`config.mk`:
```
export PLATFORM = sky130hd
export DESIGN_NAME = light_result_fifo_threshold_regs
export DESIGN_NICKNAME = d
export VERILOG_FILES = /design/src/core/light_result_fifo_threshold_regs.v /design/src/core/check_bits_calc.v /design/src/core/mant_join.v
export VERILOG_INCLUDE_DIRS = /design/src /design/src/core
export SDC_FILE = /design/constraint.sdc
export NUM_CORES = 1
export LEC_CHECK = 0
export BUFFER_PORTS_ARGS = -buffer_cell sky130_fd_sc_hd__buf_2
export CAP_MARGIN = 20
export CELL_PAD_IN_SITES_DETAIL_PLACEMENT = 0
export CELL_PAD_IN_SITES_GLOBAL_PLACEMENT = 1
export CORE_MARGIN = 4
export CORE_UTILIZATION = 44
export DETAILED_ROUTE_END_ITERATION = 7
export PLACE_DENSITY = 0.85
export SLEW_MARGIN = 10
export SYNTH_ARGS = -nofsm -noshare
export SYNTH_HDL_FRONTEND = slang
export SYNTH_SLANG_ARGS = --single-unit
```
`constraint.sdc`:
```
create_clock -name ref_clk -period 2.4 [get_ports ref_clk]
set_input_delay 0.48 -clock ref_clk [delete_from_list [all_inputs] [get_ports ref_clk]]
set_output_delay 0.48 -clock ref_clk [all_outputs]
set_load 0.02 [all_outputs]
```
`src/core/light_hist_consts.vh`:
```
`ifndef LIGHT_HIST_CONSTS_VH
`define LIGHT_HIST_CONSTS_VH
// register offsets
`define ADDR_W 8
`define OFF_HIST0_LOW 8'h03
`define OFF_HIST1_HIGH 8'h04
`define OFF_HIST1_LOW 8'h05
`define OFF_HIST2_HIGH 8'h06
`define OFF_HIST2_LOW 8'h07
`define OFF_LOW_LIMIT 8'h08
`define OFF_HIGH_LIMIT 8'h09
// field layout
`define SCALE_HI 15
`define SCALE_LO 12
`define MHIGH_HI 11
`define MHIGH_LO 0
`define MLOW_HI 15
`define MLOW_LO 8
`define CNT_HI 7
`define CNT_LO 4
`define CHK_HI 3
`define CHK_LO 0
`define MANT_SHIFT 8
// reset values and count step
`define HIST_RESET 16'h0000
`define LOW_LIMIT_RESET 16'h0000
`define HIGH_LIMIT_RESET 16'hbfff
`define CNT_STEP 4'h1
`define CNT_RESET 4'h0
`define READ_ZERO 16'h0000
`endif

```
`src/core/light_result_fifo_threshold_regs.v`:
```
`timescale 1ns/100ps
`include "light_hist_consts.vh"
module light_result_fifo_threshold_regs (
  input wire ref_clk,
  input wire arst_n,
  input wire conv_done,
  input wire [3:0] conv_scale,
  input wire [11:0] conv_mant_high,
  input wire [7:0] conv_mant_low,
  input wire reg_wr,
  input wire reg_rd,
  input wire [7:0] reg_addr,
  input wire [15:0] reg_wdata,
  output reg [15:0] reg_rdata,
  output wire reg_hit,
  output wire [3:0] live_scale,
  output wire [11:0] live_mant_high,
  output wire [7:0] live_mant_low,
  output wire [3:0] live_sample_count,
  output wire [3:0] live_check_bits,
  output wire [19:0] live_mant,
  output wire [3:0] low_limit_scale,
  output wire [19:0] low_limit_mant,
  output wire [3:0] high_limit_scale,
  output wire [19:0] high_limit_mant
);

  // ----------------------------------------
  // live result and history stages
  // ----------------------------------------
  reg [3:0] live_scale_q;
  reg [11:0] live_mant_high_q;
  reg [7:0] live_mant_low_q;
  reg [3:0] live_count_q;
  reg [3:0] live_check_q;
  reg [3:0] hist0_scale;
  reg [11:0] hist0_mant_high;
  reg [7:0] hist0_mant_low;
  reg [3:0] hist0_sample_count;
  reg [3:0] hist0_check_bits;
  reg [3:0] hist1_scale;
  reg [11:0] hist1_mant_high;
  reg [7:0] hist1_mant_low;
  reg [3:0] hist1_sample_count;
  reg [3:0] hist1_check_bits;
  reg [3:0] hist2_scale;
  reg [11:0] hist2_mant_high;
  reg [7:0] hist2_mant_low;
  reg [3:0] hist2_sample_count;
  reg [3:0] hist2_check_bits;
  reg [15:0] low_limit_word;
  reg [15:0] high_limit_word;
  wire [3:0] next_count;
  wire [3:0] next_check;

  assign next_count = live_count_q + `CNT_STEP;

  check_bits_calc u_check (
    .scale(conv_scale),
    .mant_high(conv_mant_high),
    .mant_low(conv_mant_low),
    .count(next_count),
    .check(next_check)
  );

  // stage zero keeps the live value being replaced, so it lags one conversion
  always @(posedge ref_clk or negedge arst_n) begin
    if (!arst_n) begin
      live_scale_q <= 4'h0;
      live_mant_high_q <= 12'h000;
      live_mant_low_q <= 8'h00;
      live_count_q <= `CNT_RESET;
      live_check_q <= 4'h0;
      hist0_scale <= 4'h0;
      hist0_mant_high <= 12'h000;
      hist0_mant_low <= 8'h00;
      hist0_sample_count <= 4'h0;
      hist0_check_bits <= 4'h0;
      hist1_scale <= 4'h0;
      hist1_mant_high <= 12'h000;
      hist1_mant_low <= 8'h00;
      hist1_sample_count <= 4'h0;
      hist1_check_bits <= 4'h0;
      hist2_scale <= 4'h0;
      hist2_mant_high <= 12'h000;
      hist2_mant_low <= 8'h00;
      hist2_sample_count <= 4'h0;
      hist2_check_bits <= 4'h0;
    end else if (conv_done) begin
      hist2_scale <= hist1_scale;
      hist2_mant_high <= hist1_mant_high;
      hist2_mant_low <= hist1_mant_low;
      hist2_sample_count <= hist1_sample_count;
      hist2_check_bits <= hist1_check_bits;
      hist1_scale <= hist0_scale;
      hist1_mant_high <= hist0_mant_high;
      hist1_mant_low <= hist0_mant_low;
      hist1_sample_count <= hist0_sample_count;
      hist1_check_bits <= hist0_check_bits;
      hist0_scale <= live_scale_q;
      hist0_mant_high <= live_mant_high_q;
      hist0_mant_low <= live_mant_low_q;
      hist0_sample_count <= live_count_q;
      hist0_check_bits <= live_check_q;
      live_scale_q <= conv_scale;
      live_mant_high_q <= conv_mant_high;
      live_mant_low_q <= conv_mant_low;
      live_count_q <= next_count;
      live_check_q <= next_check;
    end
  end

  // ----------------------------------------
  // threshold registers
  // ----------------------------------------
  always @(posedge ref_clk or negedge arst_n) begin
    if (!arst_n) begin
      low_limit_word <= `LOW_LIMIT_RESET;
      high_limit_word <= `HIGH_LIMIT_RESET;
    end else if (reg_wr) begin
      if (reg_addr == `OFF_LOW_LIMIT) begin
        low_limit_word <= reg_wdata;
      end
      if (reg_addr == `OFF_HIGH_LIMIT) begin
        high_limit_word <= reg_wdata;
      end
      // history offsets have no write path
    end
  end

  // ----------------------------------------
  // read decode
  // ----------------------------------------
  assign reg_hit = (reg_addr >= `OFF_HIST0_LOW) && (reg_addr <= `OFF_HIGH_LIMIT);

  // unmapped offsets read as zero; data held between reads
  always @(posedge ref_clk or negedge arst_n) begin
    if (!arst_n) begin
      reg_rdata <= `READ_ZERO;
    end else if (reg_rd) begin
      case (reg_addr)
        `OFF_HIST0_LOW: reg_rdata <= {hist0_mant_low, hist0_sample_count, hist0_check_bits};
        `OFF_HIST1_HIGH: reg_rdata <= {hist1_scale, hist1_mant_high};
        `OFF_HIST1_LOW: reg_rdata <= {hist1_mant_low, hist1_sample_count, hist1_check_bits};
        `OFF_HIST2_HIGH: reg_rdata <= {hist2_scale, hist2_mant_high};
        `OFF_HIST2_LOW: reg_rdata <= {hist2_mant_low, hist2_sample_count, hist2_check_bits};
        `OFF_LOW_LIMIT: reg_rdata <= low_limit_word;
        `OFF_HIGH_LIMIT: reg_rdata <= high_limit_word;
        default: reg_rdata <= `READ_ZERO;
      endcase
    end
  end

  // ----------------------------------------
  // outputs to comparison logic
  // ----------------------------------------
  assign live_scale = live_scale_q;
  assign live_mant_high = live_mant_high_q;
  assign live_mant_low = live_mant_low_q;
  assign live_sample_count = live_count_q;
  assign live_check_bits = live_check_q;
  assign low_limit_scale = low_limit_word[`SCALE_HI:`SCALE_LO];
  assign high_limit_scale = high_limit_word[`SCALE_HI:`SCALE_LO];

  mant_join u_live_join (
    .mant_high(live_mant_high_q),
    .mant_low(live_mant_low_q),
    .mant(live_mant)
  );

  // thresholds have no low byte; it is zero
  mant_join u_low_join (
    .mant_high(low_limit_word[`MHIGH_HI:`MHIGH_LO]),
    .mant_low(8'h00),
    .mant(low_limit_mant)
  );

  mant_join u_high_join (
    .mant_high(high_limit_word[`MHIGH_HI:`MHIGH_LO]),
    .mant_low(8'h00),
    .mant(high_limit_mant)
  );

endmodule // light_result_fifo_threshold_regs

```
`src/core/check_bits_calc.v`:
```
`timescale 1ns/100ps
// check bits over one result entry
module check_bits_calc (
  input wire [3:0] scale,
  input wire [11:0] mant_high,
  input wire [7:0] mant_low,
  input wire [3:0] count,
  output wire [3:0] check
);
  wire [19:0] m;
  assign m = {mant_high, mant_low};
  assign check[0] = ^{scale, m, count};
  assign check[1] = ^{count[1], count[3], m[1], m[3], m[5], m[7], m[9], m[11], m[13],
                      m[15], m[17], m[19], scale[1], scale[3]};
  assign check[2] = ^{count[3], m[3], m[7], m[11], m[15], m[19], scale[3]};
  assign check[3] = ^{m[3], m[11], m[19]};
endmodule // check_bits_calc

```
`src/core/mant_join.v`:
```
`timescale 1ns/100ps
`include "light_hist_consts.vh"
// joins mantissa halves into twenty bits
module mant_join (
  input wire [11:0] mant_high,
  input wire [7:0] mant_low,
  output wire [19:0] mant
);
  assign mant = ({8'h00, mant_high} << `MANT_SHIFT) + {12'h000, mant_low};
endmodule // mant_join

```
==> results.yml, run 1 <==
worst_setup_path:
  cp-end-kind: "register"
  crit_path_max_fanout: 2
  criticalPathCategory: "reg2reg"
  worstPathRequired_ns: 2.71
  worstPathArrival_ns: 2.56
  timing.critical_path.from_type: "register"
cts:
  clock-root-buffer: "sky130_fd_sc_hd__clkbuf_16"
  tritoncts.num_buffers: 17
  post_cts.resized_instances: 1
  clock_tree.htree_level_count: 4
  numClockSinks: 176
  cts_tree: "built"
  clock_latency_at_the_later_pin_of_the_worst_skew_pair_ns: 0.43
  largest_buffer_count_on_any_clock_path: 2
  post_cts.repair.setup_buffers: 0
  clk_transition_reported_paths_ns: 0.07
  total_of_hold_buffers_inserted_after_clock_tree_synthesis: 0
global_route:
  grt_first_pass_wirelength_um: 29500
  first_global_vias: 5416
  grt_antenna_before_repair: 1
  grt_max_degree: 62
  grt_util_all_layers_pct: 18.3
  overflow: 0
routing:
  drt.antenna.violating_nets: 0
  post_drt_wl_per_cell_um: 18.9
  via_count: 5213
  drc_errors: 0
  drt_pass1_iterations: 4
  avgViaCountPerCell: 5.33
  detail_route.wirelength_um: 18500
  dr.first_iter.drc_count: 324
floorplan:
  die_span_x_um: 144
  dieHeight_um: 144
  fp.dieArea_mm2: 0.0208
  floorplan.core_area_mm2: 0.0181
  row_count: 49
  floorplan.io_pins: 170
  floorplan.initialDensity_pct: 45.1
logic_synthesis:
  yosysMostFrequentCell: "sky130_fd_sc_hd__dfrtp_1"
  synth.area.top_cells: "sky130_fd_sc_hd__dfrtp_1 (49%), sky130_fd_sc_hd__mux2_2 (21%), sky130_fd_sc_hd__dfstp_2 (4.8%)"
  yosys.area.top_type: "sky130_fd_sc_hd__dfrtp_1"
  yosys_warnings: 0
  mappedNetlistArea_mm2: 0.00816
  number_of_synthesized_flops_with_an_enable_pin: 0
  ys_seq_area_share_pct: 54.2
  synthesis.instances: 597
  synth-main-ff-cell: "sky130_fd_sc_hd__dfrtp_1"
  synth_top_area_share_pct: 49.4
  synth_top_cells_by_count: "sky130_fd_sc_hd__dfrtp_1 (161), sky130_fd_sc_hd__mux2_2 (151), sky130_fd_sc_hd__buf_4 (37)"
  yosysUniqueCellTypes: 43
  yosys_register_bits: 176
  post_synthesis_area_per_instance_um2: 13.7
  ys_async_sr_fraction_pct: 100
power_and_ir_drop:
  peak_vdd_ir_v: 0.000619
  p_per_area_mw_per_mm2: 942
  static-leakage-power_nw: 4.50
  p_total_w: 0.00918
sta:
  final_slew_viol_count: 0
  max_clock_freq_mhz: 443
  timing_worst_slew_pin_value_ns: 0.577
  layout_worst_path_cycle_share_pct: 94.0
  setup_viol: 0
  report.final.hold_viol_count: 0
  worst_clock_skew_ns: 0.00716
  timing.final.crit_period_ns: 2.26
  max_slew_margin_pct: 61.5
  rsz0062_at_grt: "false"
  setup-tns-final_ns: 0
cells_and_area:
  fin_nets: 790
  layout-drive-gt1-share_pct: 52.2
  multi_input_comb_area_mm2: 0.00330
  n_antenna_cell: 0
  syn_to_final_growth_pct: 19.5
  num-fill-cells: 1536
  seq_area_mm2: 0.00442
  post_layout_nonfiller_instances: 978
placement:
  routability_cong: 0.808
  place_inst: 946
  dp_wirelength_um: 13700
  port-buffer-count: 153
hold_path:
  hold_path_class: "in2async"
flow_run:
  timing.max_cap.violations: 0
status:
  status: "complete, no violations"
==> final cells by class <==
class | instances | area share, %
inverter | 18 | 0.693
clock inverter | 15 | 2.29
multi-input combinational | 345 | 33.8
sequential | 176 | 45.4
timing repair buffer | 178 | 10.5
clock buffer | 17 | 4.37
tap | 229 | 2.94
==> per-layer routing <==
| metal | GRT usage (%) | vias to the layer above | share of wire [%] |
|---|---|---|---|
| met2 | 28.0 | 171 | 45 |
| li1 | - | 2412 | - |
| met1 | 26.4 | 2615 | 48 |
| met3 | 4.96 | 13 | 6.9 |
| met4 | 4.03 | 2 | 0.47 |
| met5 | 0 | - | 0.070 |
==> metrics by stage <==
| stage | util, % | setup slack, ns | area, um^2 | hold WS, ns |
|---|---|---|---|---|
| 6_report | 53.9 | 0.145 | 9750 | 0.0246 |
| 3_3_place_gp | 50.3 | 0.127 | 9090 | 0.488 |
| 3_5_place_dp | 50.3 | 0.0505 | 9090 | 0.496 |
| 4_1_cts | 53.9 | 0.0801 | 9750 | 0.0415 |
| 5_1_grt | 53.9 | 0.0535 | 9750 | 0.0621 |
| 2_1_floorplan | - | 0.0574 | 8210 | 0.184 |
==> power breakdown <==
part	leakage, nW	switching [W]	internal (W)
Sequential	2.11	0.000462	0.00355
Combinational	2.08	0.00101	0.00114
Clock	0.308	0.00124	0.00178
Total	4.50	0.00271	0.00647
==> path summary, 6_finish.rpt <==
| check | startpoint | slack (ns) | to | cells after the start |
|---|---|---|---|---|
| setup / recovery | live_sample_count[0] | 0.14 | live_check_bits[0] | 6 |
| hold / removal | arst_n | 0.02 | low_limit_word[13] | 1 |
| setup reg to reg | live_sample_count[0] | 0.14 | live_check_bits[0] | 6 |
| hold reg to reg | hist2_mant_high[4] | 0.51 | hist2_mant_high[4] | 1 |
| max in group asynchronous | arst_n | 1.61 | high_limit_word[7] | 2 |
| min in group ref_clk | reg_wdata[14] | 0.30 | high_limit_word[14] | 2 |
==> state kept, by name, indices dropped and copies added (netlist names), 8 cells and up <==
name             flops
reg_rdata           16
hist1_mant_high     12
live_mant_high      12
hist2_mant_high     12
live_mant_low        8
low_limit_word      16
hist1_mant_low       8
hist2_mant_low       8
high_limit_word     16
hist0_mant_high     12
hist0_mant_low       8
==> cell families after synthesis <==
logic type / after synthesis / share of synthesized area, %
other: 1 / 0.0460
AND/OR/NAND/NOR: 37 / 2.90
flip-flops: 176 / 54.2
multiplexers: 185 / 25.8
AO/OA/AOI/OAI: 78 / 6.89
XOR/XNOR: 28 / 3.85
adder cells (fa/ha/maj): 1 / 0.153
buffers and inverters: 91 / 6.14
==> cell usage in the layout (no fill, tap or decap), types with 2 or more instances in the layout <==
| cell | instances |
|---|---|
| sky130_fd_sc_hd__clkbuf_16 | 17 |
| sky130_fd_sc_hd__nand3_1 | 2 |
| sky130_fd_sc_hd__o32a_1 | 3 |
| sky130_fd_sc_hd__buf_4 | 21 |
| sky130_fd_sc_hd__clkinvlp_4 | 3 |
| sky130_fd_sc_hd__o2bb2ai_1 | 6 |
| sky130_fd_sc_hd__xor2_1 | 5 |
| sky130_fd_sc_hd__bufinv_16 | 4 |
| sky130_fd_sc_hd__a21oi_1 | 7 |
| sky130_fd_sc_hd__o22a_1 | 6 |
| sky130_fd_sc_hd__a221oi_1 | 6 |
| sky130_fd_sc_hd__a31oi_1 | 4 |
| sky130_fd_sc_hd__nand2b_1 | 2 |
| sky130_fd_sc_hd__and2_1 | 3 |
| sky130_fd_sc_hd__inv_8 | 4 |
| sky130_fd_sc_hd__dfstp_2 | 15 |
| sky130_fd_sc_hd__o21ai_0 | 6 |
| sky130_fd_sc_hd__conb_1 | 16 |
| sky130_fd_sc_hd__nand4_1 | 13 |
| sky130_fd_sc_hd__mux2_4 | 10 |
| sky130_fd_sc_hd__mux2_2 | 151 |
| sky130_fd_sc_hd__nor2_1 | 2 |
| sky130_fd_sc_hd__buf_2 | 151 |
| sky130_fd_sc_hd__nor2b_1 | 3 |
| sky130_fd_sc_hd__dfrtp_1 | 161 |
| sky130_fd_sc_hd__a32oi_1 | 6 |
| sky130_fd_sc_hd__xnor3_1 | 5 |
| sky130_fd_sc_hd__a22oi_1 | 12 |
| sky130_fd_sc_hd__xnor2_1 | 17 |
| sky130_fd_sc_hd__buf_12 | 5 |
| sky130_fd_sc_hd__inv_6 | 2 |
| sky130_fd_sc_hd__inv_1 | 18 |
| sky130_fd_sc_hd__mux2i_1 | 23 |
| sky130_fd_sc_hd__nand2_1 | 6 |
| sky130_fd_sc_hd__clkinv_4 | 2 |
| sky130_fd_sc_hd__o22ai_1 | 19 |
==> worst max-delay path, cell delays in order (launching register included) <==
cell	delay, ns
sky130_fd_sc_hd__dfrtp_1	0.38
sky130_fd_sc_hd__ha_1	0.32
sky130_fd_sc_hd__xnor2_1	0.27
sky130_fd_sc_hd__xnor2_1	0.16
sky130_fd_sc_hd__xnor2_2	0.34
sky130_fd_sc_hd__xnor3_1	0.39
sky130_fd_sc_hd__mux2_2	0.28
Note: power is estimated with default switching activity, not from simulation.
==> inputs of run 2 (changes only) <==
--- a/config.mk
+++ b/config.mk
@@ -11,9 +11,10 @@
 export CELL_PAD_IN_SITES_DETAIL_PLACEMENT = 0
 export CELL_PAD_IN_SITES_GLOBAL_PLACEMENT = 1
 export CORE_MARGIN = 4
-export CORE_UTILIZATION = 44
+export CORE_UTILIZATION = 46
+export CTS_BUF_LIST = sky130_fd_sc_hd__clkbuf_8
 export DETAILED_ROUTE_END_ITERATION = 7
-export PLACE_DENSITY = 0.85
+export PLACE_DENSITY = 0.88
 export SLEW_MARGIN = 10
 export SYNTH_ARGS = -nofsm -noshare
 export SYNTH_HDL_FRONTEND = slang
==> run 2 against run 1 <==
  * Sequential share of layout area up 1.4 points
  * Sequential power about the same
  * Via count about the same
  * Utilization up 0.56 points
  * Critical path type unchanged
==> results.yml, run 2 (synthesis results as in run 1) <==
routing:
  via_count: 5218
  avgViaCountPerCell: 5.38
  detail_route.wirelength_um: 18000
  drt.antenna.violating_nets: 0
  drc_errors: 0
  drt_pass1_iterations: 4
  dr.first_iter.drc_count: 346
  post_drt_wl_per_cell_um: 18.6
cts:
  clock_tree.htree_level_count: 4
  clk_transition_reported_paths_ns: 0.09
  largest_buffer_count_on_any_clock_path: 2
  cts_tree: "built"
  clock-root-buffer: "sky130_fd_sc_hd__clkbuf_8"
  tritoncts.num_buffers: 17
  post_cts.repair.setup_buffers: 0
  clock_latency_at_the_later_pin_of_the_worst_skew_pair_ns: 0.45
  numClockSinks: 176
power_and_ir_drop:
  p_total_w: 0.00810
  peak_vdd_ir_v: 0.000688
  p_per_area_mw_per_mm2: 857
  static-leakage-power_nw: 4.37
cells_and_area:
  num-fill-cells: 1479
  biggestRegsByFlops: "high_limit_word: 16 flops, low_limit_word: 16 flops, reg_rdata: 16 flops"
  finalInstanceArea_mm2: 0.00945
  most-common-layout-cells: "sky130_fd_sc_hd__dfrtp_1 (161), sky130_fd_sc_hd__mux2_2 (151), sky130_fd_sc_hd__buf_2 (151)"
  utilization_pct: 54.4
  n_antenna_cell: 0
  layout-drive-gt1-share_pct: 51.5
  most_common_cell_after_layout_fill_and_taps_aside: "sky130_fd_sc_hd__dfrtp_1"
  fin_nets: 789
  post_layout_nonfiller_instances: 970
  syn_to_final_growth_pct: 15.9
sta:
  setup_viol: 0
  timing.final.crit_period_ns: 2.16
  report.final.hold_viol_count: 0
  rsz0062_at_grt: "false"
  worst_clock_skew_ns: 0.0115
  final_slew_viol_count: 0
  setup-tns-final_ns: 0
  layout_worst_path_cycle_share_pct: 90.2
  timing_worst_slew_pin_value_ns: 0.543
  max_clock_freq_mhz: 462
  max_slew_margin_pct: 63.7
worst_setup_path:
  criticalPathCategory: "reg2reg"
  timing.critical_path.from_type: "register"
  worstPathCellList: "ha_1 > xnor2_1 > xnor2_1 > xnor2_2 > xnor3_1 > mux2_2"
  regToRegSetupSlack_ns: 0.24
  setup.worst_path.start: "live_sample_count[1]"
  most_frequent_cell_on_the_critical_path: "sky130_fd_sc_hd__xnor2_1"
  r2r_cells: 6
  cp-end-kind: "register"
  crit_path_max_fanout: 2
  worstPathArrival_ns: 2.51
  r2r-start: "live_sample_count[1]"
  crit_cells: 6
  critical_path.n_buffers_inverters: 0
  worstPathRequired_ns: 2.74
  worstSetupEndpoint: "live_check_bits[0]"
  cp_slowest_cell: "sky130_fd_sc_hd__dfrtp_1"
  endpoint_of_the_worst_slack_reg_to_reg_timing_path: "live_check_bits[0]"
  cp_top_family: "XOR/XNOR gates"
  max_stage_delay_ns: 0.40
global_route:
  grt_first_pass_wirelength_um: 29200
  grt_util_all_layers_pct: 18.5
  grt_antenna_before_repair: 0
  grt_max_degree: 72
  first_global_vias: 5348
  overflow: 0
status:
  status: "complete, no violations"
placement:
  placement.cell_area_mm2: 0.00906
  place_inst: 940
  dp_wirelength_um: 13500
  routability_cong: 0.875
  port-buffer-count: 153
floorplan:
  die_span_x_um: 141
  floorplan.io_pins: 170
  floorplan.core_area_mm2: 0.0174
  row_count: 48
  fp.dieArea_mm2: 0.0199
  dieHeight_um: 141
  floorplan.initialDensity_pct: 47.0
hold_path:
  hold_path_class: "in2reg"
flow_run:
  timing.max_cap.violations: 0
[run 2: cell types whose count changed in the layout (fill, tap and decap cells not counted)]
cell and change:
sky130_fd_sc_hd__buf_12 -1, sky130_fd_sc_hd__buf_4 -1, sky130_fd_sc_hd__bufinv_16 -2, sky130_fd_sc_hd__clkbuf_16 -17
sky130_fd_sc_hd__clkbuf_8 +19, sky130_fd_sc_hd__clkinv_2 +1, sky130_fd_sc_hd__clkinv_4 -1, sky130_fd_sc_hd__clkinvlp_4 -1
sky130_fd_sc_hd__dlygate4sd3_1 +1, sky130_fd_sc_hd__inv_1 +2, sky130_fd_sc_hd__inv_8 -4
[run 2: where the power goes]
| part | switching (W) | internal (W) | leakage, nW | total, W |
|---|---|---|---|---|
| clock | 0.00101 | 0.000961 | 0.193 | 0.00197 |
| combinational | 0.000991 | 0.00113 | 2.07 | 0.00212 |
| sequential | 0.000459 | 0.00355 | 2.11 | 0.00401 |
| total | 0.00245 | 0.00564 | 4.37 | 0.00810 |
[run 2: how the worst min path moves through the flow]
stage,slack (ns),from,depth (start not counted),end
after floorplan,0.18,arst_n,0,high_limit_word[14]
after global placement,0.46,arst_n,1,low_limit_word[10]
after detailed placement,0.47,arst_n,1,low_limit_word[10]
after CTS,0.23,reg_wdata[9],2,high_limit_word[9]
after global routing,0.23,reg_wdata[6],2,high_limit_word[6]
final,0.27,reg_wdata[6],2,high_limit_word[6]
[run 2: metal layers]
metal / part of all wire (%) / vias to the layer above / track usage, %
met2: 44 / 182 / 27.3
met1: 47 / 2626 / 27.2
met5: 0 / - / 0
met4: 1.1 / 0 / 5.25
met3: 7.2 / 15 / 4.61
li1: - / 2395 / -
[run 2: per-stage QoR]
step                setup slack, ns  hold WS (ns)
finish                        0.236         0.272
global route                 0.0803         0.233
CTS                          0.0511         0.228
detailed placement           0.0680         0.466
global placement             0.0922         0.456
floorplan                    0.0574         0.184
[run 2: cell type report]
| cell class | instances | area [um^2] | area share, % |
|---|---|---|---|
| clock buffers | 19 | 262 | 2.77 |
| inverters | 18 | 67.6 | 0.715 |
| well taps | 225 | 282 | 2.98 |
| repair buffers | 177 | 1010 | 10.7 |
| multi-input cells | 345 | 3300 | 34.9 |
| flip-flops and latches | 176 | 4420 | 46.8 |
| clock inverters | 10 | 114 | 1.20 |
[run 2: worst register-to-register path, delay by kind of cell, from the launching register on]
kind	cells	cell delay (ns)
XOR/XNOR	4	1.08
multiplexers	1	0.27
adder cells (fa/ha/maj)	1	0.30
flip-flops	1	0.40
[run 2: what timing repair did]
item / 4_1_cts / 5_1_grt
hold buffers: 1 / 0
resized for setup: 0 / 1
endpoints found under the hold margin: 36 / 0
setup endpoints to repair: 0 / 1
